$ cat config.mk
export PLATFORM = sky130hd
export DESIGN_NAME = lcd_host_command_decoder
export DESIGN_NICKNAME = d
export VERILOG_FILES = /design/src/verilog/lcd_host_command_decoder.v
export VERILOG_INCLUDE_DIRS = /design/src /design/src/verilog
export SDC_FILE = /design/constraint.sdc
export NUM_CORES = 1
export LEC_CHECK = 0
export BUFFER_PORTS_ARGS = -buffer_cell sky130_fd_sc_hd__buf_4
export CAP_MARGIN = 20
export CELL_PAD_IN_SITES_DETAIL_PLACEMENT = 0
export CELL_PAD_IN_SITES_GLOBAL_PLACEMENT = 1
export CORE_MARGIN = 2
export CORE_UTILIZATION = 40
export CTS_BUF_LIST = sky130_fd_sc_hd__clkbuf_4 sky130_fd_sc_hd__clkbuf_8 sky130_fd_sc_hd__clkbuf_16
export DETAILED_ROUTE_END_ITERATION = 8
export GPL_TIMING_DRIVEN = 0
export HOLD_SLACK_MARGIN = 0.08
export PLACE_DENSITY = 0.78
export RECOVER_POWER = 50
export SLEW_MARGIN = 20
export SYNTH_ARGS = -nofsm -noshare
export SYNTH_HDL_FRONTEND = slang
export SYNTH_SLANG_ARGS = --single-unit
$ cat constraint.sdc
create_clock -name sys_clk -period 3.7 [get_ports sys_clk]
set_input_delay 0 -clock sys_clk [delete_from_list [all_inputs] [get_ports sys_clk]]
set_output_delay 0 -clock sys_clk [all_outputs]
set_load 0.01 [all_outputs]
$ cat src/verilog/lcd_cmd_consts.vh
// Constants for the LCD host command decoder: opcodes, field positions,
// reset values and pointer limits. Definitions only.
`ifndef LCD_CMD_CONSTS_VH
`define LCD_CMD_CONSTS_VH

`define COL_LAST          8'hBF
`define COL_MIRROR_BASE   8'h3F
`define ROW_GROUP_LAST    4'h8
`define POT_RESET         8'h49
`define LAST_ROW_RESET    6'h3F
`define PART_FIRST_RESET  6'h00
`define PART_LAST_RESET   6'h3F
`define AUTO_STEP_RESET   3'h1
`define BIAS_RATIO_RESET  2'h3
`define FRAME_RATE_RESET  2'h1
`define TEMP_COMP_RESET   2'h0
`define POWER_CTRL_RESET  3'h6
`define NV_CTRL_RESET     5'h00

`define AC_WRAP_BIT       0
`define AC_ORDER_BIT      1
`define AC_SIGN_BIT       2

`define OP_POT            8'h81
`define OP_SYS_RESET      8'hE2
`define OP_NOP            8'hE3
`define OP_LAST_ROW       8'hF1
`define OP_PART_FIRST     8'hF2
`define OP_PART_LAST      8'hF3
`define OP_NV_CTRL        8'hF8
`define OP_NV_MASK        8'hF9
`define OP_STATUS_PREFIX  8'hFE
`define OP_READ_PREFIX    8'hFF

`endif

$ cat src/verilog/lcd_host_command_decoder.v
// Host command decoder and display RAM address generator for an LCD driver.
// Assumes host bytes arrive as one-cycle strobes already in the sys_clk domain
// from the host interface logic; RAM sits outside behind ram_* ports.
`include "lcd_cmd_consts.vh"

module lcd_host_command_decoder
#(
  parameter VERSION_BIT = 1'b0, // Arbitrary revision value
  parameter NV_OPTION   = 1'b1,
  parameter POWER_STEPS = 4
)
(
  input  wire       sys_clk,
  input  wire       reset,
  input  wire       host_strobe,
  input  wire       host_is_data,
  input  wire       host_read,
  input  wire [7:0] host_wdata,
  input  wire       serial_8bit_mode,
  input  wire       serial_9bit_mode,
  input  wire       strap_pin_pad,
  input  wire       por_ctrl_pad,
  input  wire       nv_op_success,
  input  wire       nv_action_flag,
  input  wire [7:0] ram_rdata,
  output reg        ram_we,
  output reg        ram_re,
  output reg  [3:0] ram_row_group,
  output reg  [7:0] ram_column,
  output reg  [7:0] ram_wdata,
  output reg        host_rvalid,
  output reg  [7:0] host_rdata,
  output reg  [5:0] scroll_offset,
  output reg  [7:0] bias_pot_value,
  output reg  [5:0] pot_offset,
  output reg  [6:0] mux_rate,
  output reg  [1:0] frame_rate_sel,
  output reg  [1:0] bias_ratio_sel,
  output reg  [1:0] temp_comp_sel,
  output reg  [2:0] power_ctrl,
  output reg        seg_all_on,
  output reg        seg_inverse,
  output reg        row_mirror,
  output reg        column_mirror,
  output reg        sleep_exit,
  output reg        power_on,
  output reg        drivers_on,
  output reg        display_on_flag
);

////////////////////////////////////////////////////////////////////////////////
// Synchronised straps and pointer state

reg        strap_meta_ff;
reg        strap_pin_state_ff;
reg        por_meta_ff;
reg        por_state_ff;
reg  [3:0] row_group_pointer_ff;
reg  [7:0] column_pointer_ff;
reg  [2:0] auto_step_config_ff;
reg        partial_en_ff;
reg  [5:0] last_row_index_ff;
reg  [5:0] partial_first_row_ff;
reg  [5:0] partial_last_row_ff;
reg  [4:0] nv_ctrl_ff;
reg        display_en_ff;
reg  [7:0] pending_op_ff;
reg        arg_wait_ff;
reg  [1:0] status_left_ff;
reg        step_pending_ff;
reg        rd_pending_ff;
reg  [1:0] pwr_phase_ff;
reg  [2:0] pwr_cnt_ff;

reg  [3:0] nxt_row_group;
reg  [7:0] nxt_column;

wire serial_mode = serial_8bit_mode | serial_9bit_mode;
wire cmd_strobe  = host_strobe & ~host_is_data;
wire data_strobe = host_strobe & host_is_data;
wire [7:0] status_first  = {strap_pin_state_ff, column_mirror, row_mirror,
                            auto_step_config_ff[`AC_WRAP_BIT], display_on_flag,
                            nv_op_success, NV_OPTION, nv_action_flag};
wire [7:0] status_second = {VERSION_BIT, por_state_ff, pot_offset};

function [3:0] step_group;
  input [3:0] g;
  input       neg;
  begin
    if (neg)
      step_group = (g == 4'h0) ? `ROW_GROUP_LAST : g - 4'h1;
    else
      step_group = (g >= `ROW_GROUP_LAST) ? 4'h0 : g + 4'h1;
  end
endfunction

// Mirror applies on the RAM side only; image changes as RAM is rewritten.
function [7:0] ram_col;
  input [7:0] c;
  input       mx;
  begin
    ram_col = mx ? (`COL_MIRROR_BASE - c) : c;
  end
endfunction

// Control defaults, shared by the reset pin and the reset command
task load_defaults;
begin
  row_group_pointer_ff <= 4'h0;
  column_pointer_ff    <= 8'h00;
  auto_step_config_ff  <= `AUTO_STEP_RESET;
  scroll_offset        <= 6'h00;
  bias_pot_value       <= `POT_RESET;
  pot_offset           <= 6'h00;
  partial_en_ff        <= 1'b0;
  frame_rate_sel       <= `FRAME_RATE_RESET;
  bias_ratio_sel       <= `BIAS_RATIO_RESET;
  temp_comp_sel        <= `TEMP_COMP_RESET;
  power_ctrl           <= `POWER_CTRL_RESET;
  seg_all_on           <= 1'b0;
  seg_inverse          <= 1'b0;
  row_mirror           <= 1'b0;
  column_mirror        <= 1'b0;
  display_en_ff        <= 1'b0;
  last_row_index_ff    <= `LAST_ROW_RESET;
  partial_first_row_ff <= `PART_FIRST_RESET;
  partial_last_row_ff  <= `PART_LAST_RESET;
  nv_ctrl_ff           <= `NV_CTRL_RESET;
end
endtask

////////////////////////////////////////////////////////////////////////////////
// Auto-step after a data access

always @*
begin
  nxt_row_group = row_group_pointer_ff;
  nxt_column    = column_pointer_ff;
  if (!auto_step_config_ff[`AC_ORDER_BIT])
  begin
    if (column_pointer_ff < `COL_LAST)
      nxt_column = column_pointer_ff + 8'h01;
    else if (auto_step_config_ff[`AC_WRAP_BIT])
    begin
      nxt_column    = 8'h00;
      nxt_row_group = step_group(row_group_pointer_ff, auto_step_config_ff[`AC_SIGN_BIT]);
    end
    // Wrap off: column holds at page end.
  end
  else
  begin
    if (auto_step_config_ff[`AC_SIGN_BIT] ? (row_group_pointer_ff != 4'h0)
                                          : (row_group_pointer_ff < `ROW_GROUP_LAST))
      nxt_row_group = step_group(row_group_pointer_ff, auto_step_config_ff[`AC_SIGN_BIT]);
    else if (auto_step_config_ff[`AC_WRAP_BIT])
    begin
      nxt_row_group = step_group(row_group_pointer_ff, auto_step_config_ff[`AC_SIGN_BIT]);
      nxt_column    = (column_pointer_ff < `COL_LAST) ? column_pointer_ff + 8'h01 : 8'h00;
    end
  end
end

////////////////////////////////////////////////////////////////////////////////
// Command decode and control registers

always @(posedge sys_clk or posedge reset)
begin
  if (reset)
  begin
    load_defaults;
    pending_op_ff        <= 8'h00;
    arg_wait_ff          <= 1'b0;
    status_left_ff       <= 2'd0;
    strap_meta_ff        <= 1'b0;
    strap_pin_state_ff   <= 1'b0;
    por_meta_ff          <= 1'b0;
    por_state_ff         <= 1'b0;
    step_pending_ff      <= 1'b0;
    rd_pending_ff        <= 1'b0;
    ram_we               <= 1'b0;
    ram_re               <= 1'b0;
    ram_row_group        <= 4'h0;
    ram_column           <= 8'h00;
    ram_wdata            <= 8'h00;
    host_rvalid          <= 1'b0;
    host_rdata           <= 8'h00;
  end
  else
  begin
    strap_meta_ff      <= strap_pin_pad;
    strap_pin_state_ff <= strap_meta_ff;
    por_meta_ff        <= por_ctrl_pad;
    por_state_ff       <= por_meta_ff;
    ram_we             <= 1'b0;
    ram_re             <= 1'b0;
    host_rvalid        <= rd_pending_ff;
    step_pending_ff    <= 1'b0;
    rd_pending_ff      <= ram_re;
    if (rd_pending_ff)
      host_rdata <= ram_rdata;
    if (step_pending_ff)
    begin
      row_group_pointer_ff <= nxt_row_group;
      column_pointer_ff    <= nxt_column;
    end
    if (data_strobe && !step_pending_ff)
    begin
      // One data byte at the current pointers; stepping follows a cycle later.
      ram_row_group   <= row_group_pointer_ff;
      ram_column      <= ram_col(column_pointer_ff, column_mirror);
      ram_wdata       <= host_wdata;
      ram_we          <= ~host_read;
      ram_re          <= host_read;
      step_pending_ff <= 1'b1;
    end
    else if (cmd_strobe && host_read)
    begin
      host_rvalid    <= 1'b1;
      host_rdata     <= (status_left_ff == 2'd1) ? status_second : status_first;
      status_left_ff <= (status_left_ff == 2'd1) ? 2'd0 : 2'd1;
    end
    else if (cmd_strobe && arg_wait_ff)
    begin
      arg_wait_ff <= 1'b0;
      case (pending_op_ff)
        `OP_POT:        bias_pot_value       <= host_wdata;
        `OP_LAST_ROW:   last_row_index_ff    <= host_wdata[5:0];
        `OP_PART_FIRST: partial_first_row_ff <= host_wdata[5:0];
        `OP_PART_LAST:  partial_last_row_ff  <= host_wdata[5:0];
        `OP_NV_CTRL:    nv_ctrl_ff           <= host_wdata[4:0];
        `OP_NV_MASK:    pot_offset           <= host_wdata[5:0];
        default:        ;
      endcase
    end
    else if (cmd_strobe)
    begin
      status_left_ff <= 2'd0;
      casez (host_wdata)
        8'b0000????: column_pointer_ff[3:0] <= host_wdata[3:0];
        8'b0001????: column_pointer_ff[7:4] <= host_wdata[3:0];
        8'b001001??: temp_comp_sel          <= host_wdata[1:0];
        8'b00101???: power_ctrl             <= host_wdata[2:0];
        8'b01??????: scroll_offset          <= host_wdata[5:0];
        8'b1011????: row_group_pointer_ff   <= host_wdata[3:0];
        8'b1000010?: partial_en_ff          <= host_wdata[0];
        8'b10001???: auto_step_config_ff    <= host_wdata[2:0];
        8'b101000??: frame_rate_sel         <= host_wdata[1:0];
        8'b1010010?: seg_all_on             <= host_wdata[0];
        8'b1010011?: seg_inverse            <= host_wdata[0];
        // Display enable is refused while a nonvolatile operation runs.
        8'b1010111?: display_en_ff          <= host_wdata[0] & ~nv_ctrl_ff[3];
        8'b11000??0:
        begin
          row_mirror    <= host_wdata[2];
          column_mirror <= host_wdata[1];
        end
        8'b111010??: bias_ratio_sel         <= host_wdata[1:0];
        // Pointers and control return to defaults; RAM is untouched.
        `OP_SYS_RESET: load_defaults;
        8'b001100??, 8'b1110010?, `OP_POT, `OP_LAST_ROW, `OP_PART_FIRST,
        `OP_PART_LAST, `OP_NV_CTRL, `OP_NV_MASK, 8'b111101??:
        begin
          pending_op_ff <= host_wdata;
          arg_wait_ff   <= 1'b1;
        end
        `OP_STATUS_PREFIX: status_left_ff <= serial_mode ? 2'd2 : 2'd0;
        // Data reads need no arming, so the read prefix is taken and dropped.
        `OP_READ_PREFIX:   ;
        default: ;
      endcase
    end
  end
end

////////////////////////////////////////////////////////////////////////////////
// Multiplex rate and display power sequence

always @(posedge sys_clk or posedge reset)
begin
  if (reset)
    mux_rate <= 7'd64;
  else if (partial_en_ff)
    mux_rate <= {1'b0, partial_last_row_ff} - {1'b0, partial_first_row_ff} + 7'd1;
  else
    mux_rate <= {1'b0, last_row_index_ff} + 7'd1;
end

// Drivers come on only after power has had time to settle. Off is immediate.
always @(posedge sys_clk or posedge reset)
begin
  if (reset)
  begin
    pwr_phase_ff    <= 2'd0;
    pwr_cnt_ff      <= 3'd0;
    sleep_exit      <= 1'b0;
    power_on        <= 1'b0;
    drivers_on      <= 1'b0;
    display_on_flag <= 1'b0;
  end
  else if (!display_en_ff)
  begin
    pwr_phase_ff    <= 2'd0;
    pwr_cnt_ff      <= 3'd0;
    sleep_exit      <= 1'b0;
    power_on        <= 1'b0;
    drivers_on      <= 1'b0;
    display_on_flag <= 1'b0;
  end
  else
  begin
    display_on_flag <= 1'b1;
    case (pwr_phase_ff)
      2'd0:
      begin
        sleep_exit   <= 1'b1;
        pwr_phase_ff <= 2'd1;
      end
      2'd1:
      begin
        power_on     <= 1'b1;
        pwr_cnt_ff   <= 3'd0;
        pwr_phase_ff <= 2'd2;
      end
      2'd2:
      begin
        if (pwr_cnt_ff == POWER_STEPS[2:0] - 3'd1)
        begin
          drivers_on   <= 1'b1;
          pwr_phase_ff <= 2'd3;
        end
        else
          pwr_cnt_ff <= pwr_cnt_ff + 3'd1;
      end
      default: ;
    endcase
  end
end

endmodule

==> reports/qor.txt <==
post-CTS sizing -> 0
post-layout util -> 51.3%
number of buffers added on ports -> 98
top cell type's share of synthesized area -> 41.4%
Arr. time, crit path -> 2.78 ns
via count -> 5304
syn nets -> 683
RSZ-0062 raised after global routing -> false
Synth Area in Simple Gates -> 15.6%
clk_skew -> 0.00868 ns
Post-CTS Setup Inserts -> 0
last element of the critical path -> column_pointer_ff[2]$_DFF_PP0_
core footprint -> 16500 µm²
maximum vdd drop -> 0.000336 V
Clock Tree Buf Depth -> 2
average size of a mapped cell -> 10.6 µm²
clk slew on worst S/H paths -> 0.06 ns
Yosys top cell by area -> dfrtp_1
CP startpoint -> column_pointer_ff[0]$_DFF_PP0_
Initial Utilization -> 40.7%
vias in the first global route -> 5301
Switching Share -> 31.5%
final-stage net count -> 827
grt total ovfl -> 0
Final period util -> 67.0%
required time of the critical path -> 4.00 ns
Num CTS Buffers -> 17
P_leak -> 3.78 nW
worst-skew pair later-pin latency -> 0.43 ns
final setup fails -> 0
routed vias/inst -> 5.25
Cell variety after synth -> 64
switching pwr -> 1.54 mW
R2R depth -> 7
Worst-Margin Slew -> 2.52 ns
HP Class -> in -> reg
Wirelength per Cell -> 17.0 µm
slew margin rel. -> -68.4%
FF+latch count, synth -> 133
Die Y -> 134 µm
CP max-delay cell -> dfrtp_1
final wirelength -> 17100 µm
proportion of synthesized area in mux cells -> 12.1%
Power Internal -> 3.35 mW
Gate power share -> 26.5%
HPWL Detailed -> 12300 µm
nature of the critical path endpoint -> flip-flop
first-pass GRT wire length -> 27900 µm
Root Driver -> clkbuf_16
Total GRT Usage -> 20.0%
Synth Area in Adders -> 4.40%
failing checks -> max-capacitance violations, max-slew violations
Setup WS post-layout -> 1.22 ns
worst r2r src -> column_pointer_ff[0]$_DFF_PP0_
R2R Setup Slk -> 1.22 ns
prevailing post-synth register cell -> dfrtp_1
crit-path max FO -> 8
Clock Sinks -> 133
Max Transition Viols Final -> 64
HP Start -> host_wdata[4]
area delta synth->final -> 25.9%
CTS tree -> built
# DRC -> 0
Compound-Gate Fraction of Synth Area -> 12.6%
largest family of logic cells by synthesized area -> simple AND/OR/NAND/NOR gates
antenna violations before repair -> 0
Post-synth EDFFs -> 0
# IOs -> 102
largest net degree at the start of global routing -> 71
die width -> 134 µm
XOR/XNOR Fraction of Synth Area -> 1.83%
R2R Path End -> column_pointer_ff[2]$_DFF_PP0_
area of the die -> 17800 µm²
critical path, cell by cell -> ha_1 > and3_1 > clkbuf_1 > a311oi_1 > o21ai_1 > o211a_1 > or3_1
H-tree levels -> 4
most numerous cell in the Yosys netlist -> dfrtp_1
MaxCap Viol Count -> 1
antenna viol nets, final -> 0
PwrDens -> 579 nW/µm²
critical path's largest stage delay -> 0.44 ns
sequential share of power -> 40.3%
RePlAce Congestion -> 0.809
Post-Syn Area -> 6710 µm²
Synth warnings -> 0
row cnt -> 47
n_diodes -> 0
Crit Path Class -> reg -> reg
layout cells sized above 1 -> 25.3%
DRT Pass-1 Iters -> 5
Max Clk Rate -> 0.403 GHz
Async SR Flop Fraction -> 100%
Startpoint Class -> flip-flop
Clock Power Share -> 33.1%
CTS Hold Bufs -> 26
Synth top cells by count -> 111 x dfrtp_1, 67 x nand2_1, 59 x mux2_2, 41 x nor2_1
Starting DRT DRC Count -> 443
synth top area cells -> dfrtp_1 41%, mux2_2 9.9%, dfstp_2 8.6%, ha_1 4.1%, nand2_1 3.7%
dpl ws -> 1.26 ns
post-route minimum period -> 2.48 ns
Post-Syn Instances -> 633
Hold Violations, Final -> 0
outcome -> complete, but fails checks
post-synthesis sequential area ratio -> 50.0%
-- layout by cell type (no fill, tap or decap), drive strengths merged, types with 3 or more instances in the layout --
cell / instances
o31ai: 6
xor2: 4
nand3: 16
nand2: 67
and2: 5
buf: 67
o21ai: 31
inv: 34
dfrtp: 111
mux2: 59
a22oi: 3
nand2b: 11
xnor2: 10
dfstp: 22
dlygate4sd3: 26
a21oi: 34
and3: 12
a311oi: 4
o21a: 4
a22o: 4
o211ai: 5
nand4: 3
a31o: 4
o22ai: 7
nor4b: 6
nor2: 44
or3: 4
a21o: 4
ha: 22
nor3: 10
mux2i: 15
a31oi: 4
nor2b: 15
clkinv: 7
clkbuf: 82
-- area by class of cell --
type | count | area [µm²]
Inverter | 32 | 120
Timing Repair Buffer | 125 | 892
Fill cell | 1571 | 8020
Sequential cell | 133 | 3360
Clock inverter | 10 | 68.8
Multi-Input combinational cell | 440 | 3120
Clock buffer | 22 | 504
Tap cell | 220 | 275
Buffer | 28 | 111
-- power by group through the flow --
| stage | Clock, mW | Combinational (mW) | Sequential [mW] |
|---|---|---|---|
| after floorplan | 0 | 0.806 | 2.02 |
| after global placement | 0 | 1.31 | 1.99 |
| after detailed placement | 0 | 1.34 | 2.00 |
| after CTS | 1.65 | 1.38 | 1.98 |
| after global routing | 1.72 | 1.46 | 2.02 |
| final | 1.62 | 1.30 | 1.97 |
-- metal layers --
metal	GRT usage [%]	routed length, µm
met5	0	0
met4	6.86	360
met3	4.00	772
met2	31.8	8110
met1	27.5	7900
-- per-stage QoR --
stage               instances  hold WS [ns]  TNS [ns]  area [µm²]  power, mW
floorplan                 633        0.0314         0        6710       2.83
global placement          951         0.110   -130.16        7720       3.29
detailed placement        952        0.0703         0        7750       3.34
CTS                      1010        0.0802         0        8590       5.00
global route             1010         0.153         0        8450       5.19
finish                   1010        0.0909         0        8450       4.89
-- critical path, delay by kind of cell, from the launching register on --
family	cells	cell delay [ns]
simple gates	2	0.54
fa+ha+maj	1	0.25
compound gates	3	0.96
buf+inv	1	0.16
flops	1	0.44
-- registers in the layout, summed over array words and instances (netlist names), 7 cells and up --
register,count
bias_pot_value,8
column_pointer_ff,8
host_rdata,8
pending_op_ff,8
ram_column,8
ram_wdata,8
mux_rate,7
-- kinds of logic (layout without fill, tap and decap cells) --
family                     after synthesis  in the layout
DFF                                    133            133
xor gates and xnor gates                14             14
buffers and inverters                   60            217
muxes                                   74             74
AOI/OAI and AO/OA                      127            127
and+or+nand+nor                        202            202
adders and majority gates               23             23
-- worst min path at each step --
stage | to | depth (start not counted)
floorplan | por_meta_ff$_DFF_PP0_ | 0
global placement | strap_meta_ff$_DFF_PP0_ | 1
detailed placement | ram_row_group[0]$_DFFE_PP0P_ | 2
CTS | ram_wdata[4]$_DFFE_PP0P_ | 3
global route | ram_wdata[4]$_DFFE_PP0P_ | 3
finish | ram_wdata[4]$_DFFE_PP0P_ | 3
Power figures use the tool's default switching activity.
